==> src/port_b_pkg.sv <==
package port_b_pkg;
  localparam int unsigned NUM_PINS = 6;
  localparam int unsigned ADDR_W = 8;
  localparam int unsigned DATA_W = 8;

  // register offsets
  localparam logic [7:0] OFF_BUZZER_CTRL = 8'h05;
  localparam logic [7:0] OFF_IR_CARRIER_CTRL = 8'h06;
  localparam logic [7:0] OFF_PORT_DATA = 8'h10;
  localparam logic [7:0] OFF_PORT_DIRECTION = 8'h11;
  localparam logic [7:0] OFF_PULL_HIGH = 8'h12;
  localparam logic [7:0] OFF_PULL_LOW = 8'h13;
  localparam logic [7:0] OFF_OPEN_DRAIN = 8'h14;
  localparam logic [7:0] OFF_LEVEL_CHANGE_MASK = 8'h15;
  localparam logic [7:0] OFF_IRQ_FLAG = 8'h16;
  localparam logic [7:0] OFF_IRQ_ENABLE = 8'h17;
  localparam logic [7:0] OFF_POWER_CTRL = 8'h18;
  localparam logic [7:0] OFF_POWER_CTRL_ONE = 8'h19;
  localparam logic [7:0] OFF_READ_TYPE = 8'h1a;
  localparam logic [7:0] OFF_PIN_CONFIG = 8'h1b;

  // field positions
  localparam int unsigned BIT_BUZZER_EN = 7;
  localparam int unsigned BIT_IR_EN = 0;
  localparam int unsigned BIT_IR_57K = 1;
  localparam int unsigned BIT_IR_POL = 2;
  localparam int unsigned BIT_PORT_CHANGE = 1;
  localparam int unsigned BIT_EXT_IRQ_SEL = 6;
  localparam int unsigned BIT_GLOBAL_IRQ = 7;
  localparam int unsigned PULL_LOW_LSB = 4;
  localparam int unsigned CFG_EXT_RESET = 0;
  localparam int unsigned CFG_CLOCK_OUT = 1;
  localparam int unsigned CFG_PWM_PIN = 2;
  localparam int unsigned CFG_BUZZER_PIN = 3;

  // reset values
  localparam logic [7:0] RST_BUZZER_CTRL = 8'h0f;
  localparam logic [2:0] RST_IR_CTRL = 3'h0;
  localparam logic [5:0] RST_DIRECTION = 6'h3f;
  localparam logic [5:0] RST_ZERO6 = 6'h00;
  localparam logic [3:0] RST_ZERO4 = 4'h0;

  // ir carrier: divisions of the 4 MHz high-frequency oscillator tick
  localparam int unsigned HOSC_FREQ_KHZ = 4000;
  localparam logic [6:0] IR_DIV_57K = 7'h40;
  localparam logic [6:0] IR_DIV_38K = 7'h60;

  typedef enum logic [1:0] {
    MODE_NORMAL,
    MODE_HALT,
    MODE_STANDBY,
    MODE_RESERVED
  } op_mode_t;
endpackage

==> src/pin_sync.sv <==
`timescale 1ns/1ns
module pin_sync #(
  parameter int unsigned WIDTH = 6
) (
  input wire logic clk_i,
  input wire logic rst_n_i,
  input wire logic cen_i,
  input wire logic [WIDTH-1:0] async_i,
  output logic [WIDTH-1:0] sync_o
);
  logic [WIDTH-1:0] meta_q;

  always_ff @(posedge clk_i or negedge rst_n_i) begin
    if (!rst_n_i) begin
      meta_q <= '0;
      sync_o <= '0;
    end else if (cen_i) begin
      meta_q <= async_i;
      sync_o <= meta_q;
    end
  end
endmodule

==> src/port_b_pins_with_ir_buzzer.sv <==
`timescale 1ns/1ns
// Notes on behaviour
// buzzer codes 0-7 divide prescaler1 output by 2 up to 256
// code 8 gives timer1 output, codes 9-15 give timer1 count bits 1-7
// buzzer enable bit gates the buzzer waveform
// ir carrier enable switches carrier generation, resets to zero
// ir frequency bit picks 57 kHz when one, 38 kHz when zero
// polarity zero emits carrier on data one, polarity one on data zero
// carrier counts only 4 MHz oscillator ticks, dividing by 64 or 96
// enabled carrier is driven onto pin 1
// per-pin direction bits; one data register reads and writes pins
// each input pin has its own pull-high enable
// pins 0-3 pull-low enables sit in bits 7:4; pins 4-5 none
// per-pin open-drain select; pin 3 output is always open-drain
// change on a masked pin sets port change flag, flag register bit 1
// interrupt request when flag, its enable and global enable are set
// external interrupt select, power control bit 6, makes pin 0 an interrupt
// external interrupt wins; pin 0 change detection then disabled
// configured pin 3 low level requests chip reset
// configured pin 4 outputs instruction clock in normal or standby only
// pin 2 feeds timer0 and timer1 external clock per their selects
// pin 2 carries pwm1 when its enable and configuration allow
// pin 2 carries buzzer when its enable and configuration allow
// each pin read selects pad level or output latch
// change compares synchronised pin with previous sample
// port change flag stays set until software writes zero
module port_b_pins_with_ir_buzzer #(
  parameter int unsigned NUM_PINS = port_b_pkg::NUM_PINS
) (
  input wire logic clk_i,
  input wire logic rst_n_i,
  input wire logic cen_i,
  input wire logic [port_b_pkg::ADDR_W-1:0] addr_i,
  input wire logic [port_b_pkg::DATA_W-1:0] wdata_i,
  input wire logic wr_i,
  input wire logic rd_i,
  output logic [port_b_pkg::DATA_W-1:0] rdata_o,
  input wire logic [5:0] pad_in_i,
  output logic [5:0] pad_out_o,
  output logic [5:0] pad_oe_o,
  output logic [5:0] pull_high_o,
  output logic [5:0] pull_low_o,
  input wire logic high_freq_osc_tick_i,
  input wire logic prescaler1_out_i,
  input wire logic timer1_out_i,
  input wire logic [7:0] timer1_count_i,
  input wire logic pwm1_i,
  input wire logic pwm_output_enable_i,
  input wire logic timer0_clock_select_i,
  input wire logic timer0_slow_clock_select_i,
  input wire logic timer1_clock_select_i,
  input wire port_b_pkg::op_mode_t op_mode_i,
  output logic timer0_ext_clock_o,
  output logic timer1_ext_clock_o,
  output logic ext_irq_o,
  output logic ext_reset_req_o,
  output logic irq_o
);
  import port_b_pkg::*;

  if (NUM_PINS != 6) begin : g_check
    $error("port_b_pins_with_ir_buzzer serves exactly six pins");
  end

  logic [7:0] buzzer_ctrl_q;
  logic [2:0] ir_ctrl_q;
  logic [5:0] data_q;
  logic [5:0] dir_q;
  logic [5:0] pull_high_q;
  logic [3:0] pull_low_q;
  logic [5:0] open_drain_q;
  logic [5:0] mask_q;
  logic port_change_flag_q;
  logic port_change_irq_enable_q;
  logic ext_irq_select_q;
  logic global_irq_enable_q;
  logic [5:0] read_type_q;
  logic [3:0] pin_cfg_q;
  logic [5:0] prev_q;
  logic [6:0] carrier_cnt_q;
  logic presc_prev_q;
  logic [7:0] bz_cnt_q;
  logic clk_obs_q;
  logic [5:0] pin_sync_w;

  pin_sync #(
    .WIDTH(6)
  ) u_pin_sync (
    .clk_i(clk_i),
    .rst_n_i(rst_n_i),
    .cen_i(cen_i),
    .async_i(pad_in_i),
    .sync_o(pin_sync_w)
  );

  // register decode
  wire wr_buzzer_w = wr_i && (addr_i == OFF_BUZZER_CTRL);
  wire wr_ir_w = wr_i && (addr_i == OFF_IR_CARRIER_CTRL);
  wire wr_data_w = wr_i && (addr_i == OFF_PORT_DATA);
  wire wr_dir_w = wr_i && (addr_i == OFF_PORT_DIRECTION);
  wire wr_ph_w = wr_i && (addr_i == OFF_PULL_HIGH);
  wire wr_pl_w = wr_i && (addr_i == OFF_PULL_LOW);
  wire wr_od_w = wr_i && (addr_i == OFF_OPEN_DRAIN);
  wire wr_mask_w = wr_i && (addr_i == OFF_LEVEL_CHANGE_MASK);
  wire wr_flag_w = wr_i && (addr_i == OFF_IRQ_FLAG);
  wire wr_ien_w = wr_i && (addr_i == OFF_IRQ_ENABLE);
  wire wr_pc_w = wr_i && (addr_i == OFF_POWER_CTRL);
  wire wr_pc1_w = wr_i && (addr_i == OFF_POWER_CTRL_ONE);
  wire wr_rt_w = wr_i && (addr_i == OFF_READ_TYPE);
  wire wr_cfg_w = wr_i && (addr_i == OFF_PIN_CONFIG);

  // direction bit one means input, matching the all-input reset state
  wire [5:0] is_out_w = ~dir_q;
  wire [5:0] read_val_w = (read_type_q & data_q) | (~read_type_q & pin_sync_w);

  logic [7:0] rd_mux_w;
  always_comb begin
    rd_mux_w = 8'h00;
    case (addr_i)
      OFF_PORT_DATA: rd_mux_w = {2'h0, read_val_w};
      OFF_PORT_DIRECTION: rd_mux_w = {2'h0, dir_q};
      OFF_PULL_HIGH: rd_mux_w = {2'h0, pull_high_q};
      OFF_PULL_LOW: rd_mux_w = {pull_low_q, 4'h0};
      OFF_OPEN_DRAIN: rd_mux_w = {2'h0, open_drain_q};
      OFF_LEVEL_CHANGE_MASK: rd_mux_w = {2'h0, mask_q};
      OFF_IRQ_FLAG: rd_mux_w = {6'h00, port_change_flag_q, 1'b0};
      OFF_IRQ_ENABLE: rd_mux_w = {6'h00, port_change_irq_enable_q, 1'b0};
      OFF_POWER_CTRL: rd_mux_w = {1'b0, ext_irq_select_q, 6'h00};
      OFF_POWER_CTRL_ONE: rd_mux_w = {global_irq_enable_q, 7'h00};
      OFF_READ_TYPE: rd_mux_w = {2'h0, read_type_q};
      OFF_PIN_CONFIG: rd_mux_w = {4'h0, pin_cfg_q};
      default: rd_mux_w = 8'h00;
    endcase
  end

  // level change; pin 0 is withheld while it serves the external interrupt
  wire [5:0] chg_mask_w = mask_q & {5'h1f, ~ext_irq_select_q};
  wire [5:0] change_w = (pin_sync_w ^ prev_q) & chg_mask_w;
  wire change_any_w = |change_w;
  // set wins over a software clear in the same cycle
  wire flag_clr_w = wr_flag_w && !wdata_i[BIT_PORT_CHANGE];
  wire flag_d = change_any_w || (port_change_flag_q && !flag_clr_w);
  wire irq_d = port_change_flag_q && port_change_irq_enable_q && global_irq_enable_q;

  // ir carrier
  wire ir_en_w = ir_ctrl_q[BIT_IR_EN];
  wire [6:0] ir_div_w = ir_ctrl_q[BIT_IR_57K] ? IR_DIV_57K : IR_DIV_38K;
  wire [6:0] ir_half_w = {1'b0, ir_div_w[6:1]};
  wire carrier_wave_w = ir_en_w && (carrier_cnt_q < ir_half_w);
  wire carrier_gate_w = ir_ctrl_q[BIT_IR_POL] ? !data_q[1] : data_q[1];
  wire ir_pin_w = carrier_wave_w && carrier_gate_w;
  logic [6:0] carrier_cnt_d;
  always_comb begin
    carrier_cnt_d = carrier_cnt_q;
    if (!ir_en_w) begin
      carrier_cnt_d = 7'h0;
    end else if (carrier_cnt_q >= ir_div_w) begin
      // a switch to the shorter division must not leave the count stranded above it
      carrier_cnt_d = 7'h0;
    end else if (high_freq_osc_tick_i) begin
      // counts oscillator ticks only, never the system clock
      carrier_cnt_d = (carrier_cnt_q >= ir_div_w - 7'h1) ? 7'h0 : carrier_cnt_q + 7'h1;
    end
  end

  // buzzer; counter bit n toggles every 2^n prescaler edges, i.e. divides by 2^(n+1)
  wire presc_rise_w = prescaler1_out_i && !presc_prev_q;
  wire [3:0] bz_sel_w = buzzer_ctrl_q[3:0];
  logic bz_src_w;
  always_comb begin
    bz_src_w = 1'b0;
    if (!bz_sel_w[3]) begin
      bz_src_w = bz_cnt_q[bz_sel_w[2:0]];
    end else if (bz_sel_w[2:0] == 3'h0) begin
      bz_src_w = timer1_out_i;
    end else begin
      bz_src_w = timer1_count_i[bz_sel_w[2:0]];
    end
  end
  wire bz_wave_w = buzzer_ctrl_q[BIT_BUZZER_EN] && bz_src_w;

  // pin 2 function: pwm ahead of buzzer when both are allowed
  wire pwm_on_w = pwm_output_enable_i && pin_cfg_q[CFG_PWM_PIN];
  wire bz_on_w = buzzer_ctrl_q[BIT_BUZZER_EN] && pin_cfg_q[CFG_BUZZER_PIN];
  wire clk_obs_on_w = pin_cfg_q[CFG_CLOCK_OUT] &&
                      (op_mode_i == MODE_NORMAL || op_mode_i == MODE_STANDBY);
  wire ext_rst_on_w = pin_cfg_q[CFG_EXT_RESET];

  logic [5:0] drv_val_w;
  logic [5:0] drv_en_w;
  always_comb begin
    drv_val_w = data_q;
    drv_en_w = is_out_w;
    if (ir_en_w) begin
      drv_val_w[1] = ir_pin_w;
      drv_en_w[1] = 1'b1;
    end
    if (pwm_on_w) begin
      drv_val_w[2] = pwm1_i;
      drv_en_w[2] = 1'b1;
    end else if (bz_on_w) begin
      drv_val_w[2] = bz_wave_w;
      drv_en_w[2] = 1'b1;
    end
    if (ext_rst_on_w) begin
      drv_en_w[3] = 1'b0;
    end
    if (clk_obs_on_w) begin
      drv_val_w[4] = clk_obs_q;
      drv_en_w[4] = 1'b1;
    end
  end
  // open drain drives low only; pin 3 is open drain regardless of its bit
  wire [5:0] od_w = open_drain_q | 6'h08;
  wire [5:0] oe_d = drv_en_w & (~od_w | ~drv_val_w);
  wire [5:0] out_d = drv_val_w & ~od_w;
  wire [5:0] ph_d = pull_high_q & ~drv_en_w;
  wire [5:0] pl_d = {2'h0, pull_low_q & ~drv_en_w[3:0]};

  always_ff @(posedge clk_i or negedge rst_n_i) begin
    if (!rst_n_i) begin
      buzzer_ctrl_q <= RST_BUZZER_CTRL;
      ir_ctrl_q <= RST_IR_CTRL;
      data_q <= RST_ZERO6;
      dir_q <= RST_DIRECTION;
      pull_high_q <= RST_ZERO6;
      pull_low_q <= RST_ZERO4;
      open_drain_q <= RST_ZERO6;
      mask_q <= RST_ZERO6;
      port_change_irq_enable_q <= 1'b0;
      ext_irq_select_q <= 1'b0;
      global_irq_enable_q <= 1'b0;
      read_type_q <= RST_ZERO6;
      pin_cfg_q <= RST_ZERO4;
    end else if (cen_i) begin
      if (wr_buzzer_w) buzzer_ctrl_q <= {wdata_i[BIT_BUZZER_EN], 3'h0, wdata_i[3:0]};
      if (wr_ir_w) ir_ctrl_q <= wdata_i[2:0];
      if (wr_data_w) data_q <= wdata_i[5:0];
      if (wr_dir_w) dir_q <= wdata_i[5:0];
      if (wr_ph_w) pull_high_q <= wdata_i[5:0];
      if (wr_pl_w) pull_low_q <= wdata_i[PULL_LOW_LSB +: 4];
      if (wr_od_w) open_drain_q <= wdata_i[5:0];
      if (wr_mask_w) mask_q <= wdata_i[5:0];
      if (wr_ien_w) port_change_irq_enable_q <= wdata_i[BIT_PORT_CHANGE];
      if (wr_pc_w) ext_irq_select_q <= wdata_i[BIT_EXT_IRQ_SEL];
      if (wr_pc1_w) global_irq_enable_q <= wdata_i[BIT_GLOBAL_IRQ];
      if (wr_rt_w) read_type_q <= wdata_i[5:0];
      if (wr_cfg_w) pin_cfg_q <= wdata_i[3:0];
    end
  end

  always_ff @(posedge clk_i or negedge rst_n_i) begin
    if (!rst_n_i) begin
      port_change_flag_q <= 1'b0;
      prev_q <= RST_ZERO6;
      carrier_cnt_q <= 7'h0;
      presc_prev_q <= 1'b0;
      bz_cnt_q <= 8'h00;
      clk_obs_q <= 1'b0;
    end else if (cen_i) begin
      port_change_flag_q <= flag_d;
      prev_q <= pin_sync_w;
      carrier_cnt_q <= carrier_cnt_d;
      presc_prev_q <= prescaler1_out_i;
      if (presc_rise_w) bz_cnt_q <= bz_cnt_q + 8'h01;
      clk_obs_q <= !clk_obs_q;
    end
  end

  always_ff @(posedge clk_i or negedge rst_n_i) begin
    if (!rst_n_i) begin
      rdata_o <= 8'h00;
      pad_out_o <= RST_ZERO6;
      pad_oe_o <= RST_ZERO6;
      pull_high_o <= RST_ZERO6;
      pull_low_o <= RST_ZERO6;
      timer0_ext_clock_o <= 1'b0;
      timer1_ext_clock_o <= 1'b0;
      ext_irq_o <= 1'b0;
      ext_reset_req_o <= 1'b0;
      irq_o <= 1'b0;
    end else if (cen_i) begin
      rdata_o <= rd_i ? rd_mux_w : 8'h00;
      pad_out_o <= out_d;
      pad_oe_o <= oe_d;
      pull_high_o <= ph_d;
      pull_low_o <= pl_d;
      timer0_ext_clock_o <= timer0_clock_select_i && !timer0_slow_clock_select_i && pin_sync_w[2];
      timer1_ext_clock_o <= timer1_clock_select_i && pin_sync_w[2];
      ext_irq_o <= ext_irq_select_q && pin_sync_w[0];
      ext_reset_req_o <= ext_rst_on_w && !pin_sync_w[3];
      irq_o <= irq_d;
    end
  end

  property p_change_sets_flag;
    @(posedge clk_i) disable iff (!rst_n_i) (cen_i && change_any_w) |=> port_change_flag_q;
  endproperty
  a_change_sets_flag: assert property (p_change_sets_flag) else $error("level change did not set flag");

  property p_flag_holds;
    @(posedge clk_i) disable iff (!rst_n_i)
      (port_change_flag_q && !(cen_i && flag_clr_w)) |=> port_change_flag_q;
  endproperty
  a_flag_holds: assert property (p_flag_holds) else $error("flag dropped without software clear");

  property p_irq_request;
    @(posedge clk_i) disable iff (!rst_n_i)
      (cen_i && port_change_flag_q && port_change_irq_enable_q && global_irq_enable_q) |=> irq_o;
  endproperty
  a_irq_request: assert property (p_irq_request) else $error("interrupt request missing");

  property p_pin0_withheld;
    @(posedge clk_i) disable iff (!rst_n_i)
      (cen_i && ext_irq_select_q && !port_change_flag_q && (((pin_sync_w ^ prev_q) & mask_q) == 6'h01))
      |=> !port_change_flag_q;
  endproperty
  a_pin0_withheld: assert property (p_pin0_withheld) else $error("pin 0 change seen under external interrupt");

  property p_pin3_open_drain;
    @(posedge clk_i) disable iff (!rst_n_i) pad_oe_o[3] |-> !pad_out_o[3];
  endproperty
  a_pin3_open_drain: assert property (p_pin3_open_drain) else $error("pin 3 driven high");

  property p_carrier_bound;
    @(posedge clk_i) disable iff (!rst_n_i) carrier_cnt_q < ir_div_w || $changed(ir_ctrl_q) || !$past(cen_i);
  endproperty
  a_carrier_bound: assert property (p_carrier_bound) else $error("carrier counter beyond division");

  property p_carrier_off;
    @(posedge clk_i) disable iff (!rst_n_i) (cen_i && !ir_en_w) |=> (carrier_cnt_q == 7'h0);
  endproperty
  a_carrier_off: assert property (p_carrier_off) else $error("carrier counting while disabled");

  property p_buzzer_gate;
    @(posedge clk_i) disable iff (!rst_n_i)
      (cen_i && !buzzer_ctrl_q[BIT_BUZZER_EN] && !pwm_on_w && !is_out_w[2]) |=> !pad_oe_o[2];
  endproperty
  a_buzzer_gate: assert property (p_buzzer_gate) else $error("buzzer wave while disabled");

  property p_ext_reset;
    @(posedge clk_i) disable iff (!rst_n_i) (cen_i && ext_rst_on_w && !pin_sync_w[3]) |=> ext_reset_req_o;
  endproperty
  a_ext_reset: assert property (p_ext_reset) else $error("external reset request missing");

  property p_read_window;
    @(posedge clk_i) disable iff (!rst_n_i) (cen_i && !rd_i) |=> (rdata_o == 8'h00);
  endproperty
  a_read_window: assert property (p_read_window) else $error("read data outside its cycle");
endmodule

==> config.mk <==
export PLATFORM = sky130hd
export DESIGN_NAME = port_b_pins_with_ir_buzzer
export DESIGN_NICKNAME = d
export VERILOG_FILES = /design/src/port_b_pkg.sv /design/src/pin_sync.sv /design/src/port_b_pins_with_ir_buzzer.sv
export SDC_FILE = /design/constraint.sdc
export NUM_CORES = 1
export LEC_CHECK = 0
export BUFFER_PORTS_ARGS = -buffer_cell sky130_fd_sc_hd__buf_4
export CORE_ASPECT_RATIO = 1.25
export CORE_MARGIN = 2
export CORE_UTILIZATION = 45
export CTS_BUF_LIST = sky130_fd_sc_hd__clkbuf_16
export DETAILED_ROUTE_END_ITERATION = 16
export PLACE_DENSITY = 0.67
export SLEW_MARGIN = 25
export SYNTH_ARGS = -nofsm -noshare
export SYNTH_HDL_FRONTEND = slang
export SYNTH_HIERARCHICAL = 1
export SYNTH_SLANG_ARGS = --single-unit
==> constraint.sdc <==
create_clock -name clk_i -period 1.9 [get_ports clk_i]
set_input_delay 0.38 -clock clk_i [delete_from_list [all_inputs] [get_ports clk_i]]
set_output_delay 0.38 -clock clk_i [all_outputs]
set_load 0.02 [all_outputs]
After elaboration in Yosys (flattened, before gate mapping)
Index checks and enable logic that the tools add are counted.
{"block": "word_totals", "input_bits": 45, "register_bits": 126}
{"block": "classes", "bitwise": 18, "n_eq_ne": 16, "reduce_logical": 57, "add_sub_neg": 3, "magnitude_cmp": 4, "n_mux": 23}
{"operator": "8-bit by 5-bit == test with 1-bit output (second input constant)", "n": 12}
{"operator": "8-bit case mux with 12 select lines", "n": 1}
{"operator": "6-bit bitwise AND", "n": 7}
{"operator": "1-bit logical AND", "n": 30}
{"operator": "6-bit NOT", "n": 5}
{"operator": "2-bit AND reduction", "n": 15}
{"operator": "7-bit 2-to-1 mux", "n": 4}
{"operator": "8-bit by 3-bit == test with 1-bit output (second input constant)", "n": 2}
{"operator": "7-bit >= comparator", "n": 2}
{"operator": "1-bit 2-to-1 mux", "n": 14}
{"operator": "6-bit OR", "n": 2}
{"operator": "8-bit by 1-bit adder with 8-bit output (second input constant)", "n": 1}
{"operator": "8-bit 2-to-1 mux", "n": 1}
{"operator": "7-bit by 1-bit adder with 7-bit output (second input constant)", "n": 1}
{"operator": "1-bit logical NOT", "n": 7}
{"operator": "7-bit by 6-bit less-than comparator with 1-bit output", "n": 1}
{"operator": "7-bit by 1-bit subtractor with 7-bit output (second input constant)", "n": 1}
{"operator": "1-bit binary-select mux with 3-bit select", "n": 2}
{"operator": "6-bit 2-to-1 mux", "n": 1}
{"operator": "6-bit OR reduction", "n": 1}
{"operator": "6-bit XOR", "n": 1}
{"operator": "4-bit bitwise AND", "n": 1}
{"operator": "3-bit by 4-bit less-than comparator with 1-bit output (second input constant)", "n": 1}
{"operator": "4-bit NOT", "n": 1}
{"operator": "6 further kinds", "n": 7}

Depth between registers and ports, before layout
Gate-level depths: netlist (run 1).
{"block": "depth", "depth_word": 10, "mapped_depth": 7, "depth_no_buf": 7}

Modules after synthesis
Netlist (run 1), hierarchy kept.
{"mod": "port_b_pins_with_ir_buzzer", "cells_per_inst": 498, "n_inst": 1, "seq_area_each_um2": 2840.2, "area_per_inst_um2": 5602.9}
{"mod": "pin_sync", "cells_per_inst": 25, "n_inst": 1, "seq_area_each_um2": 300.3, "area_per_inst_um2": 484.2}

Worst setup path after synthesis (run 1)
No wires, ideal clock.
{"block": "synth_path", "kind": "in2reg", "startpoint": "input addr_i[5] (netlist bit)", "endpoint": "register pull_high_q[0]", "stages": 6, "t_required_ps": 1775, "setup_slack_ps": -294, "arrival_time_ps": 2069, "setup_time_ps": 125, "cell_sequence": "or4b_1 buf_2 or3_1 buf_2 nor2_2 mux2_2"}
{"block": "synth_via", "elab_chain_cells": 3}
{"element": "start, declared", "line": "port_b_pins_with_ir_buzzer.sv:33", "source": "input wire logic [port_b_pkg::ADDR_W-1:0] addr_i,"}
{"element": "8-bit by 5-bit == test with 1-bit output", "line": "port_b_pins_with_ir_buzzer.sv:101", "source": "wire wr_ph_w = wr_i && (addr_i == OFF_PULL_HIGH);"}
{"element": "1-bit logical AND", "line": "port_b_pins_with_ir_buzzer.sv:101"}
{"element": "2-bit AND reduction (no line)"}
{"element": "end signal, assigned", "line": "port_b_pins_with_ir_buzzer.sv:240", "source": "if (wr_ph_w) pull_high_q <= wdata_i[5:0];"}
{"element": "end, declared", "line": "port_b_pins_with_ir_buzzer.sv:69", "source": "logic [5:0] pull_high_q;"}
Every way passes these cells.
A chain may end at the register's enable or synchronous reset.

Worst setup path in the final report (run 1)
{"block": "layout_path", "startpoint": "register buzzer_ctrl_q[0]", "endpoint": "register pad_out_o[2]"}
{"block": "layout_via", "elab_chain_cells": 8}
{"element": "start, declared", "line": "port_b_pins_with_ir_buzzer.sv:65", "source": "logic [7:0] buzzer_ctrl_q;"}
{"element": "start signal, assigned", "line": "port_b_pins_with_ir_buzzer.sv:236", "source": "if (wr_buzzer_w) buzzer_ctrl_q <= {wdata_i[BIT_BUZZER_EN], 3'h0, wdata_i[3:0]};"}
{"element": "1-bit binary-select mux with 3-bit select", "line": "port_b_pins_with_ir_buzzer.sv:177", "source": "bz_src_w = timer1_count_i[bz_sel_w[2:0]];"}
{"element": "1-bit 2-to-1 mux (not written as such)", "line": "port_b_pins_with_ir_buzzer.sv:177"}
{"element": "1-bit 2-to-1 mux", "line": "port_b_pins_with_ir_buzzer.sv:174", "source": "end else if (bz_sel_w[2:0] == 3'h0) begin"}
{"element": "1-bit 2-to-1 mux *", "line": "port_b_pins_with_ir_buzzer.sv:172", "source": "if (!bz_sel_w[3]) begin"}
{"element": "1-bit logical AND *", "line": "port_b_pins_with_ir_buzzer.sv:180", "source": "wire bz_wave_w = buzzer_ctrl_q[BIT_BUZZER_EN] && bz_src_w;"}
{"element": "1-bit 2-to-1 mux *", "line": "port_b_pins_with_ir_buzzer.sv:201", "source": "end else if (bz_on_w) begin"}
{"element": "1-bit 2-to-1 mux *", "line": "port_b_pins_with_ir_buzzer.sv:198", "source": "if (pwm_on_w) begin"}
{"element": "6-bit bitwise AND *", "line": "port_b_pins_with_ir_buzzer.sv:216", "source": "wire [5:0] out_d = drv_val_w & ~od_w;"}
{"element": "end signal, assigned", "line": "port_b_pins_with_ir_buzzer.sv:284", "source": "pad_out_o <= out_d;"}
{"element": "end, declared", "line": "port_b_pins_with_ir_buzzer.sv:39", "source": "output logic [5:0] pad_out_o,"}
Mark *: on every way between the ends. The rest lies on a longest branch, timed or not. The select of a mux whose other input is x is not followed.

==> run metrics, run 1 <==
result of the run finished, final reports clean; power density normalized to cell area 910 mW/mm2; largest voltage drop on the vdd net 0.536 mV; cell depth of the worst min-delay path 2; total length of routed wires 16,300 um; CP Cell Sequence mux4_2, mux2_4, and3_4, o31a_1; mean instance size in the synthesized netlist 11.6 um2; type of the worst min-delay path in -> reg; Max Root-Sink Buffers 2; Chip Height 134 um; clock latency at the later pin of the worst-skew pair 410 ps; Hold EP u_pin_sync/meta_q[2]$_DFFE_PN0P_; busiest grt layer met2; critical path data required time 2200 ps; proportion of synthesized flip-flops having asynchronous set or reset 100%; crit path max fanout 5; GRT overflow 0; number of detailed-routing iterations run before antenna repair 4; floorplan core area 0.0132 mm2; Final setup viols 0; Rel. slew slack 68.0%; category of the critical setup timing path reg -> reg; effective utilization at floorplan 46.0%; die area 0.0145 mm2; unrepaired setup endpoints after global routing yes; overall global routing resource usage 23.7%; Via Count 4,649; routing usage on met2 39.7%; synthesized area 0.00609 mm2; routed wirelength normalized by instance count 19.6 um; commonest cells in the synthesized netlist sky130_fd_sc_hd__dfrtp_1 (115), sky130_fd_sc_hd__mux2_2 (70), sky130_fd_sc_hd__nand2_1 (33); Total Nets Final 698; clock-pin transition on the worst setup and hold timing paths 50 ps; DRC viols 0; area share of the largest cell type after synthesis 47.3%; Post-Route Skew 5.66 ps; count of antenna-violating nets left after detailed routing 0; number of different library cells in the post-synthesis netlist 63; vias in the first global route 4,953; Cells after Synth 523; arrival time worst endpoint 2170 ps; number of flip-flops and latches in the synthesized netlist 125; number of vias per cell after detailed routing 5.59; beginning of the worst register-to-register path buzzer_ctrl_q[0]$_DFFE_PN1P_; number of placed I/O pins 82; number of DRC violations after detailed-routing iteration 0 246; Port Buffers 76; setup slack of the most critical reg-to-reg path 20 ps; count of warnings emitted by yosys 6; fraction of final layout cells with drive strength greater than 1 41.0%; slowest cell on the critical path sky130_fd_sc_hd__dfstp_2; maximum number of pins on one net before global-route repair 56; clock sinks 125; upper clock frequency limit 532 MHz; estimated wirelength of the detail-placed design 11,700 um; final antenna diode count 0; Post-Route Utilization 60.2%; initial antenna violation count 0; Die Wd 108 um; capturing point of the worst reg2reg path pad_out_o[2]$_DFFE_PN0P_; top post-synthesis cells by area sky130_fd_sc_hd__dfrtp_1 (47%), sky130_fd_sc_hd__mux2_2 (13%), sky130_fd_sc_hd__dfstp_2 (4.3%), sky130_fd_sc_hd__mux2_4 (2.5%), sky130_fd_sc_hd__nand3_1 (2.1%); min cycle time layout 1880 ps; slew at the pin closest to its max-slew limit 467 ps; number of flops mapped to enable cells by yosys 0; Worst Reg-to-Reg Cells 4; Hold Violations, Final 0; number of CTS-inserted buffers 17; most repeated cell in the gate-level netlist after synthesis sky130_fd_sc_hd__dfrtp_1; global routing met1 resource utilization 30.3%; registers with the most flip-flops bz_cnt_q x8, rdata_o x8, carrier_cnt_q x7; wire length of the first global-routing pass 26,000 um; Placement Cell Area 0.00726 mm2; number of levels in the clock H-tree 4; share of synthesized area occupied by flip-flops and latches 51.6%; Critical Path End Type register; final weighted congestion in routability-driven placement 0.928; Syn-to-layout area delta 30.9%; crit path launch type register; final cycle utilization of the critical path 98.9%; max capacitance violation total 0; clock root buffer master sky130_fd_sc_hd__clkbuf_16; CTS tree built; global routing usage on met3 4.08%; count of pins over their slew limit 0; hold_sp pad_in_i[2]; leak pwr 3.63 nW; Row Count 47; library cell with the largest summed area after synthesis sky130_fd_sc_hd__dfrtp_1; most instantiated flip-flop cell in the synthesis netlist sky130_fd_sc_hd__dfrtp_1; max incr delay on CP 580 ps; Design Area, Final 0.00797 mm2
metal layers:
layer / routed length [um] / vias to the layer above
met5: 0 / -
met4: 371 / 0
met3: 624 / 27
met2: 8300 / 122
met1: 7000 / 2337
li1: - / 2163
worst max-delay path, delay by kind of cell (launching register included):
kind,cells,cell delay (ps)
AO/OA/AOI/OAI,1,230
flip-flops,1,580
AND/OR/NAND/NOR,1,180
multiplexers,2,770
kinds of logic (layout without fill, tap and decap cells):
group | after synthesis | in the layout | synth area share (%)
other cells | 1 | 3 | 0.0616
mux | 92 | 92 | 18.0
xor+xnor | 14 | 14 | 2.01
fa+ha+maj | 5 | 5 | 1.03
flops | 125 | 125 | 51.6
buf+inv | 47 | 183 | 3.37
compound gates | 98 | 98 | 11.6
simple gates | 141 | 141 | 12.3
cell type report:
cell class | instances | area [um2]
sequential | 125 | 3140
clock inverter | 15 | 203
inverter | 23 | 86.3
multi-input combinational | 353 | 2900
clock buffer | 17 | 425
timing repair buffer | 128 | 1000
tap | 171 | 214
fill | 1106 | 5260
layout by cell type (no fill, tap or decap), types with 17 or more instances in the layout:
master,instances
sky130_fd_sc_hd__mux2_2,53
sky130_fd_sc_hd__clkbuf_16,17
sky130_fd_sc_hd__dfrtp_1,115
sky130_fd_sc_hd__o21ai_0,21
sky130_fd_sc_hd__nor2_1,19
sky130_fd_sc_hd__buf_4,124
sky130_fd_sc_hd__mux2_4,27
sky130_fd_sc_hd__nand3_1,25
sky130_fd_sc_hd__inv_1,22
sky130_fd_sc_hd__nand2_1,33
timing repair:
item                                    4_1_cts  5_1_grt
endpoints found under the setup margin        6       14
pin swaps                                     0        6
hold buffers                                  1        0
setup buffers                                 0        0
endpoints found under the hold margin        19        0
gates resized for setup                       2       10
where the power goes:
group          internal [mW]  switching [mW]
combinational          0.381           0.371
sequential              2.85           0.189
clock                   2.30            1.16
total                   5.53            1.72
how the worst max path moves through the flow:
stage	start	end	slack [ps]
2_1_floorplan	addr_i[5]	rdata_o[0]$_DFFE_PN0P_	-250
3_3_place_gp	addr_i[5]	pull_high_q[4]$_DFFE_PN0P_	-360
3_5_place_dp	addr_i[5]	pull_high_q[0]$_DFFE_PN0P_	-370
4_1_cts	buzzer_ctrl_q[0]$_DFFE_PN1P_	pad_oe_o[2]$_DFFE_PN0P_	2
5_1_grt	buzzer_ctrl_q[0]$_DFFE_PN1P_	pad_out_o[2]$_DFFE_PN0P_	-50
6_report	buzzer_ctrl_q[0]$_DFFE_PN1P_	pad_out_o[2]$_DFFE_PN0P_	20
through the flow:
step / cells / hold WS [ps] / setup TNS [ps] / power, mW / setup slack (ps)
after floorplan: 525 / 84.4 / -9590 / 3.46 / -254
after detailed placement: 799 / 309 / -17210 / 3.83 / -374
final: 832 / 200 / 0 / 7.25 / 21.4
after CTS: 832 / 190 / 0 / 7.28 / 1.81
after global placement: 799 / 308 / -16890 / 3.80 / -358
after global routing: 832 / 196 / -96.0 / 7.52 / -48.9
Note: power is estimated with default switching activity, not from simulation.
==> inputs of run 2 (changes only) <==
--- a/config.mk
+++ b/config.mk
@@ -6,12 +6,12 @@
 export NUM_CORES = 1
 export LEC_CHECK = 0
 export BUFFER_PORTS_ARGS = -buffer_cell sky130_fd_sc_hd__buf_4
+export CAP_MARGIN = 20
 export CORE_ASPECT_RATIO = 1.25
 export CORE_MARGIN = 2
-export CORE_UTILIZATION = 45
+export CORE_UTILIZATION = 40
 export CTS_BUF_LIST = sky130_fd_sc_hd__clkbuf_16
 export DETAILED_ROUTE_END_ITERATION = 16
-export PLACE_DENSITY = 0.67
 export SLEW_MARGIN = 25
 export SYNTH_ARGS = -nofsm -noshare
 export SYNTH_HDL_FRONTEND = slang
==> run metrics, run 2 (same netlist as run 1, synthesis figures left out) <==
result of the run complete, but fails checks; violated checks hold timing; total buffers and inverters traversed by the critical path 0; clock latency at the later pin of the worst-skew pair 410 ps; Hold Violations, Final 17; largest voltage drop on the vdd net 0.414 mV; power density normalized to cell area 908 mW/mm2; min cycle time layout 1880 ps; Syn-to-layout area delta 31.3%; routed wirelength normalized by instance count 19.8 um; floorplan core area 0.0150 mm2; CP Cell Sequence mux4_2, mux2_4, and3_4, o31a_1; crit path launch type register; overall global routing resource usage 21.5%; GRT overflow 0; Via Count 4,583; beginning of the worst register-to-register path buzzer_ctrl_q[0]$_DFFE_PN1P_; DRC viols 0; final antenna diode count 0; wire length of the first global-routing pass 26,300 um; Final setup viols 0; clock sinks 125; capturing point of the worst reg2reg path pad_out_o[2]$_DFFE_PN0P_; Max Root-Sink Buffers 2; CTS tree built; effective utilization at floorplan 40.7%; total length of routed wires 16,600 um; clock root buffer master sky130_fd_sc_hd__clkbuf_16; final cycle utilization of the critical path 99.0%; portion of total power attributed to sequential cells 41.9%; number of levels in the clock H-tree 4; number of DRC violations after detailed-routing iteration 0 302; Port Buffers 76; Chip Height 142 um; number of detailed-routing iterations run before antenna repair 4; switching fraction of total power 23.8%; relative contribution of combinational cells to total power 10.3%; category of the critical setup timing path reg -> reg; vias in the first global route 4,761; worst hold slack -37.9 ps; slowest cell on the critical path sky130_fd_sc_hd__dfstp_2; count of antenna-violating nets left after detailed routing 0; die area 0.0162 mm2; slew at the pin closest to its max-slew limit 556 ps; fraction of final layout cells with drive strength greater than 1 41.4%; largest delay contributor family on the critical path multiplexers; Die Wd 114 um; number of CTS-inserted buffers 17; leading cell types in the layout, fill and taps excluded sky130_fd_sc_hd__buf_4 (124), sky130_fd_sc_hd__dfrtp_1 (113), sky130_fd_sc_hd__mux2_2 (49); critical path data required time 2200 ps; leak pwr 3.62 nW; number of placed I/O pins 82; clock group share of total power 47.8%; max capacitance violation total 0; Rel. slew slack 63.0%; Switch Pwr 1.73 mW; Post-Route Utilization 53.4%; Row Count 50; clock-pin transition on the worst setup and hold timing paths 60 ps; type of the worst min-delay path in -> async; internal power 5.53 mW; crit path max fanout 4; Post-Route Skew 7.13 ps; maximum number of pins on one net before global-route repair 84; arrival time worst endpoint 2180 ps; registers with the most flip-flops bz_cnt_q x8, rdata_o x8, carrier_cnt_q x7; final weighted congestion in routability-driven placement 0.948; count of pins over their slew limit 0; upper clock frequency limit 532 MHz; Design Power 7.26 mW; post-cts hold buffer count 0; sum of negative setup slack 0 ps; Worst Reg-to-Reg Cells 4; setup slack of the most critical reg-to-reg path 20 ps; number of vias per cell after detailed routing 5.44; number of non-filler instances in the completed layout 842; unrepaired setup endpoints after global routing yes; Critical Path End Type register; initial antenna violation count 0; instance count after placement with tap cells included 809; Total Nets Final 697; leading cell type in the layout, fill and taps excluded sky130_fd_sc_hd__buf_4; max incr delay on CP 580 ps; estimated wirelength of the detail-placed design 12,000 um
## run 2: cell types whose count changed in the layout (fill, tap and decap cells not counted), moves of 2 or more
cell / previous run / this run
sky130_fd_sc_hd__dfrtp_2: 0 / 2
sky130_fd_sc_hd__dfrtp_1: 115 / 113
sky130_fd_sc_hd__mux2_2: 53 / 49
sky130_fd_sc_hd__mux2_4: 27 / 31
## run 2: repair_timing
item                                    4_1_cts  5_1_grt
endpoints found under the hold margin         0        0
endpoints found under the setup margin        8       23
pin swaps                                     2        7
gates resized for setup                       4       15
buffers inserted                              0        1
## run 2: layout make-up
type | count | area, um2
clock buffer | 17 | 425
inverter | 23 | 86.3
fill | 1319 | 6960
clock inverter | 15 | 203
timing repair buffer | 127 | 991
multi-input combinational | 353 | 2910
sequential | 125 | 3140
tap | 182 | 228
## run 2: per-stage QoR
step	setup WS, ps	area, um2
2_1_floorplan	-254	6190
3_3_place_gp	-386	7270
3_5_place_dp	-413	7270
4_1_cts	14.9	7910
5_1_grt	-25.8	7990
6_report	19.0	7990
## run 2: worst max-delay path by stage
stage	slack, ps	end	startpoint	depth (start not counted)
2_1_floorplan	-250	rdata_o[0]$_DFFE_PN0P_	addr_i[5]	7
3_3_place_gp	-390	rdata_o[3]$_DFFE_PN0P_	addr_i[5]	6
3_5_place_dp	-410	rdata_o[3]$_DFFE_PN0P_	addr_i[5]	6
4_1_cts	10	pad_out_o[2]$_DFFE_PN0P_	buzzer_ctrl_q[0]$_DFFE_PN1P_	4
5_1_grt	-30	carrier_cnt_q[6]$_DFFE_PN0P_	ir_ctrl_q[1]$_DFFE_PN0P_	6
6_report	20	pad_out_o[2]$_DFFE_PN0P_	buzzer_ctrl_q[0]$_DFFE_PN1P_	4
## run 2: metal layers
metal  track usage (%)  vias up  wire length (um)
met5                 0        -                 0
met2              36.6      100              8530
met3              2.69       25               539
li1                  -     2167                 -
met1              28.0     2291              7230
met4              8.41        0               345
## run 2: power groups by stage
stage               logic, mW  registers [mW]  clock network, mW
finish                  0.747            3.04               3.47
global route            0.820            3.07               3.65
CTS                     0.750            3.04               3.53
detailed placement      0.741            3.08                  0
global placement        0.731            3.08                  0
floorplan               0.410            3.05                  0
==> inputs of run 3 (changes only) <==
--- a/config.mk
+++ b/config.mk
@@ -12,6 +12,7 @@
 export CORE_UTILIZATION = 40
 export CTS_BUF_LIST = sky130_fd_sc_hd__clkbuf_16
 export DETAILED_ROUTE_END_ITERATION = 16
+export RECOVER_POWER = 100
 export SLEW_MARGIN = 25
 export SYNTH_ARGS = -nofsm -noshare
 export SYNTH_HDL_FRONTEND = slang
==> run metrics, run 3 (same netlist as run 1, synthesis figures left out) <==
result of the run finished, final reports clean; CP Cell Sequence mux4_2, mux2_4, and3_4, o31a_1; number of non-filler instances in the completed layout 842; area of the multi-input gates 0.00288 mm2; Critical Path End Type register; type of the worst min-delay path in -> reg; crit path launch type register; Post-Route Utilization 52.1%; number of DRC violations after detailed-routing iteration 0 272; initial antenna violation count 0; number of levels in the clock H-tree 4; Hold Violations, Final 0; instance count after placement with tap cells included 809; Row Count 50; max capacitance violation total 0; number of vias per cell after detailed routing 5.46; upper clock frequency limit 532 MHz; overall global routing resource usage 21.5%; largest voltage drop on the vdd net 0.411 mV; CTS tree built; Design Area, Final 0.00778 mm2; leading cell types in the layout, fill and taps excluded sky130_fd_sc_hd__dfrtp_1 (113), sky130_fd_sc_hd__buf_4 (85), sky130_fd_sc_hd__mux2_2 (49); fraction of final layout cells with drive strength greater than 1 34.2%; Top Layer Used met4; Final setup viols 0; slew at the pin closest to its max-slew limit 1130 ps; Placement Cell Area 0.00727 mm2; post-cts hold buffer count 0; Met2 Routed Length 8530 um; die area 0.0162 mm2; largest delay contributor family on the critical path multiplexers; final cycle utilization of the critical path 99.0%; vias in the first global route 4,761; number of detailed-routing iterations run before antenna repair 4; arrival time worst endpoint 2180 ps; maximum number of pins on one net before global-route repair 84; unrepaired setup endpoints after global routing yes; registers with the most flip-flops bz_cnt_q x8, rdata_o x8, carrier_cnt_q x7; slack of the critical path 18.7 ps; count of pins over their slew limit 0; clock latency at the later pin of the worst-skew pair 410 ps; leading cell type in the layout, fill and taps excluded sky130_fd_sc_hd__dfrtp_1; Total Nets Final 697; Chip Height 142 um; clock root buffer master sky130_fd_sc_hd__clkbuf_16; effective utilization at floorplan 40.7%; Post-Route Skew 7.83 ps; floorplan core area 0.0150 mm2; Rel. slew slack 24.6%; Via Count 4,596; max incr delay on CP 580 ps; critical path data required time 2200 ps; total buffers and inverters traversed by the critical path 0; Die Wd 114 um; wire length of the first global-routing pass 26,300 um; WL met1 7220 um; routed wirelength normalized by instance count 19.8 um; power density normalized to cell area 925 mW/mm2; DRC viols 0; flip-flop and latch area 0.00314 mm2; clock-pin transition on the worst setup and hold timing paths 60 ps; DP Worst Slack -413 ps; total length of routed wires 16,700 um; number of fillers in the final layout 1,365; slowest cell on the critical path sky130_fd_sc_hd__dfstp_2; Syn-to-layout area delta 27.9%; number of placed I/O pins 82; final weighted congestion in routability-driven placement 0.948; final antenna diode count 0; Port Buffers 76; min cycle time layout 1880 ps; crit path max fanout 4; category of the critical setup timing path reg -> reg; count of antenna-violating nets left after detailed routing 0; routed wire length on met3 613 um; GRT overflow 0; Design Power 7.20 mW; leak pwr 3.42 nW; number of CTS-inserted buffers 17; setup slack of the most critical reg-to-reg path 20 ps; Max Root-Sink Buffers 2; estimated wirelength of the detail-placed design 12,000 um; clock sinks 125
[run 3: cell types whose count changed in the layout (fill, tap and decap cells not counted), sizes merged]
cell,before,now
clkbuf,17,58
buf,127,86
[run 3: path summary, 6_finish.rpt]
| check | from | endpoint | cells after the start |
|---|---|---|---|
| hold / removal | pad_in_i[1] | u_pin_sync/meta_q[1]$_DFFE_PN0P_ | 2 |
| min in group asynchronous | rst_n_i | carrier_cnt_q[0]$_DFFE_PN0P_ | 2 |
| hold reg to reg | bz_cnt_q[7]$_DFFE_PN0P_ | bz_cnt_q[7]$_DFFE_PN0P_ | 1 |
| setup reg to reg | buzzer_ctrl_q[0]$_DFFE_PN1P_ | pad_out_o[2]$_DFFE_PN0P_ | 4 |
| max in group asynchronous | rst_n_i | open_drain_q[0]$_DFFE_PN0P_ | 2 |
| setup / recovery | buzzer_ctrl_q[0]$_DFFE_PN1P_ | pad_out_o[2]$_DFFE_PN0P_ | 4 |
[run 3: area by class of cell]
type / instances / share of cell area, %
clock inverters: 15 / 2.60
inverters: 23 / 1.11
well taps: 182 / 2.93
repair buffers: 127 / 10.6
clock buffers: 17 / 5.46
multi-input cells: 353 / 36.9
flip-flops and latches: 125 / 40.4
[run 3: repair_timing]
item / 4_1_cts / 5_1_grt
gates cloned: 0 / 0
resized for setup: 4 / 15
setup endpoints to repair: 8 / 23
buffers inserted: 0 / 1
pin swaps: 2 / 7
[run 3: power by group]
part | internal (mW) | switching (mW) | total, mW | leakage (nW)
sequential | 2.85 | 0.183 | 3.04 | 1.60
clock | 2.30 | 1.17 | 3.47 | 0.304
combinational | 0.330 | 0.364 | 0.695 | 1.52
[run 3: worst reg2reg max path, delay by kind of cell (launching register included)]
kind	cells	cell delay (ps)
AOI/OAI and AO/OA	1	230
DFF	1	580
muxes	2	810
and+or+nand+nor	1	150
[run 3: per-layer routing]
metal  GRT usage [%]  vias up
met5               0        -
met4            8.41        0
met3            2.69       23
met2            36.6      116
met1            28.0     2294
li1                -     2163
[run 3: through the flow]
step                      hold slack [ps]  setup TNS, ps
after floorplan                      84.4          -9590
after global placement                451         -18260
after detailed placement              461         -19460
after CTS                            15.5              0
after global routing                  187          -47.8
final                                 180              0
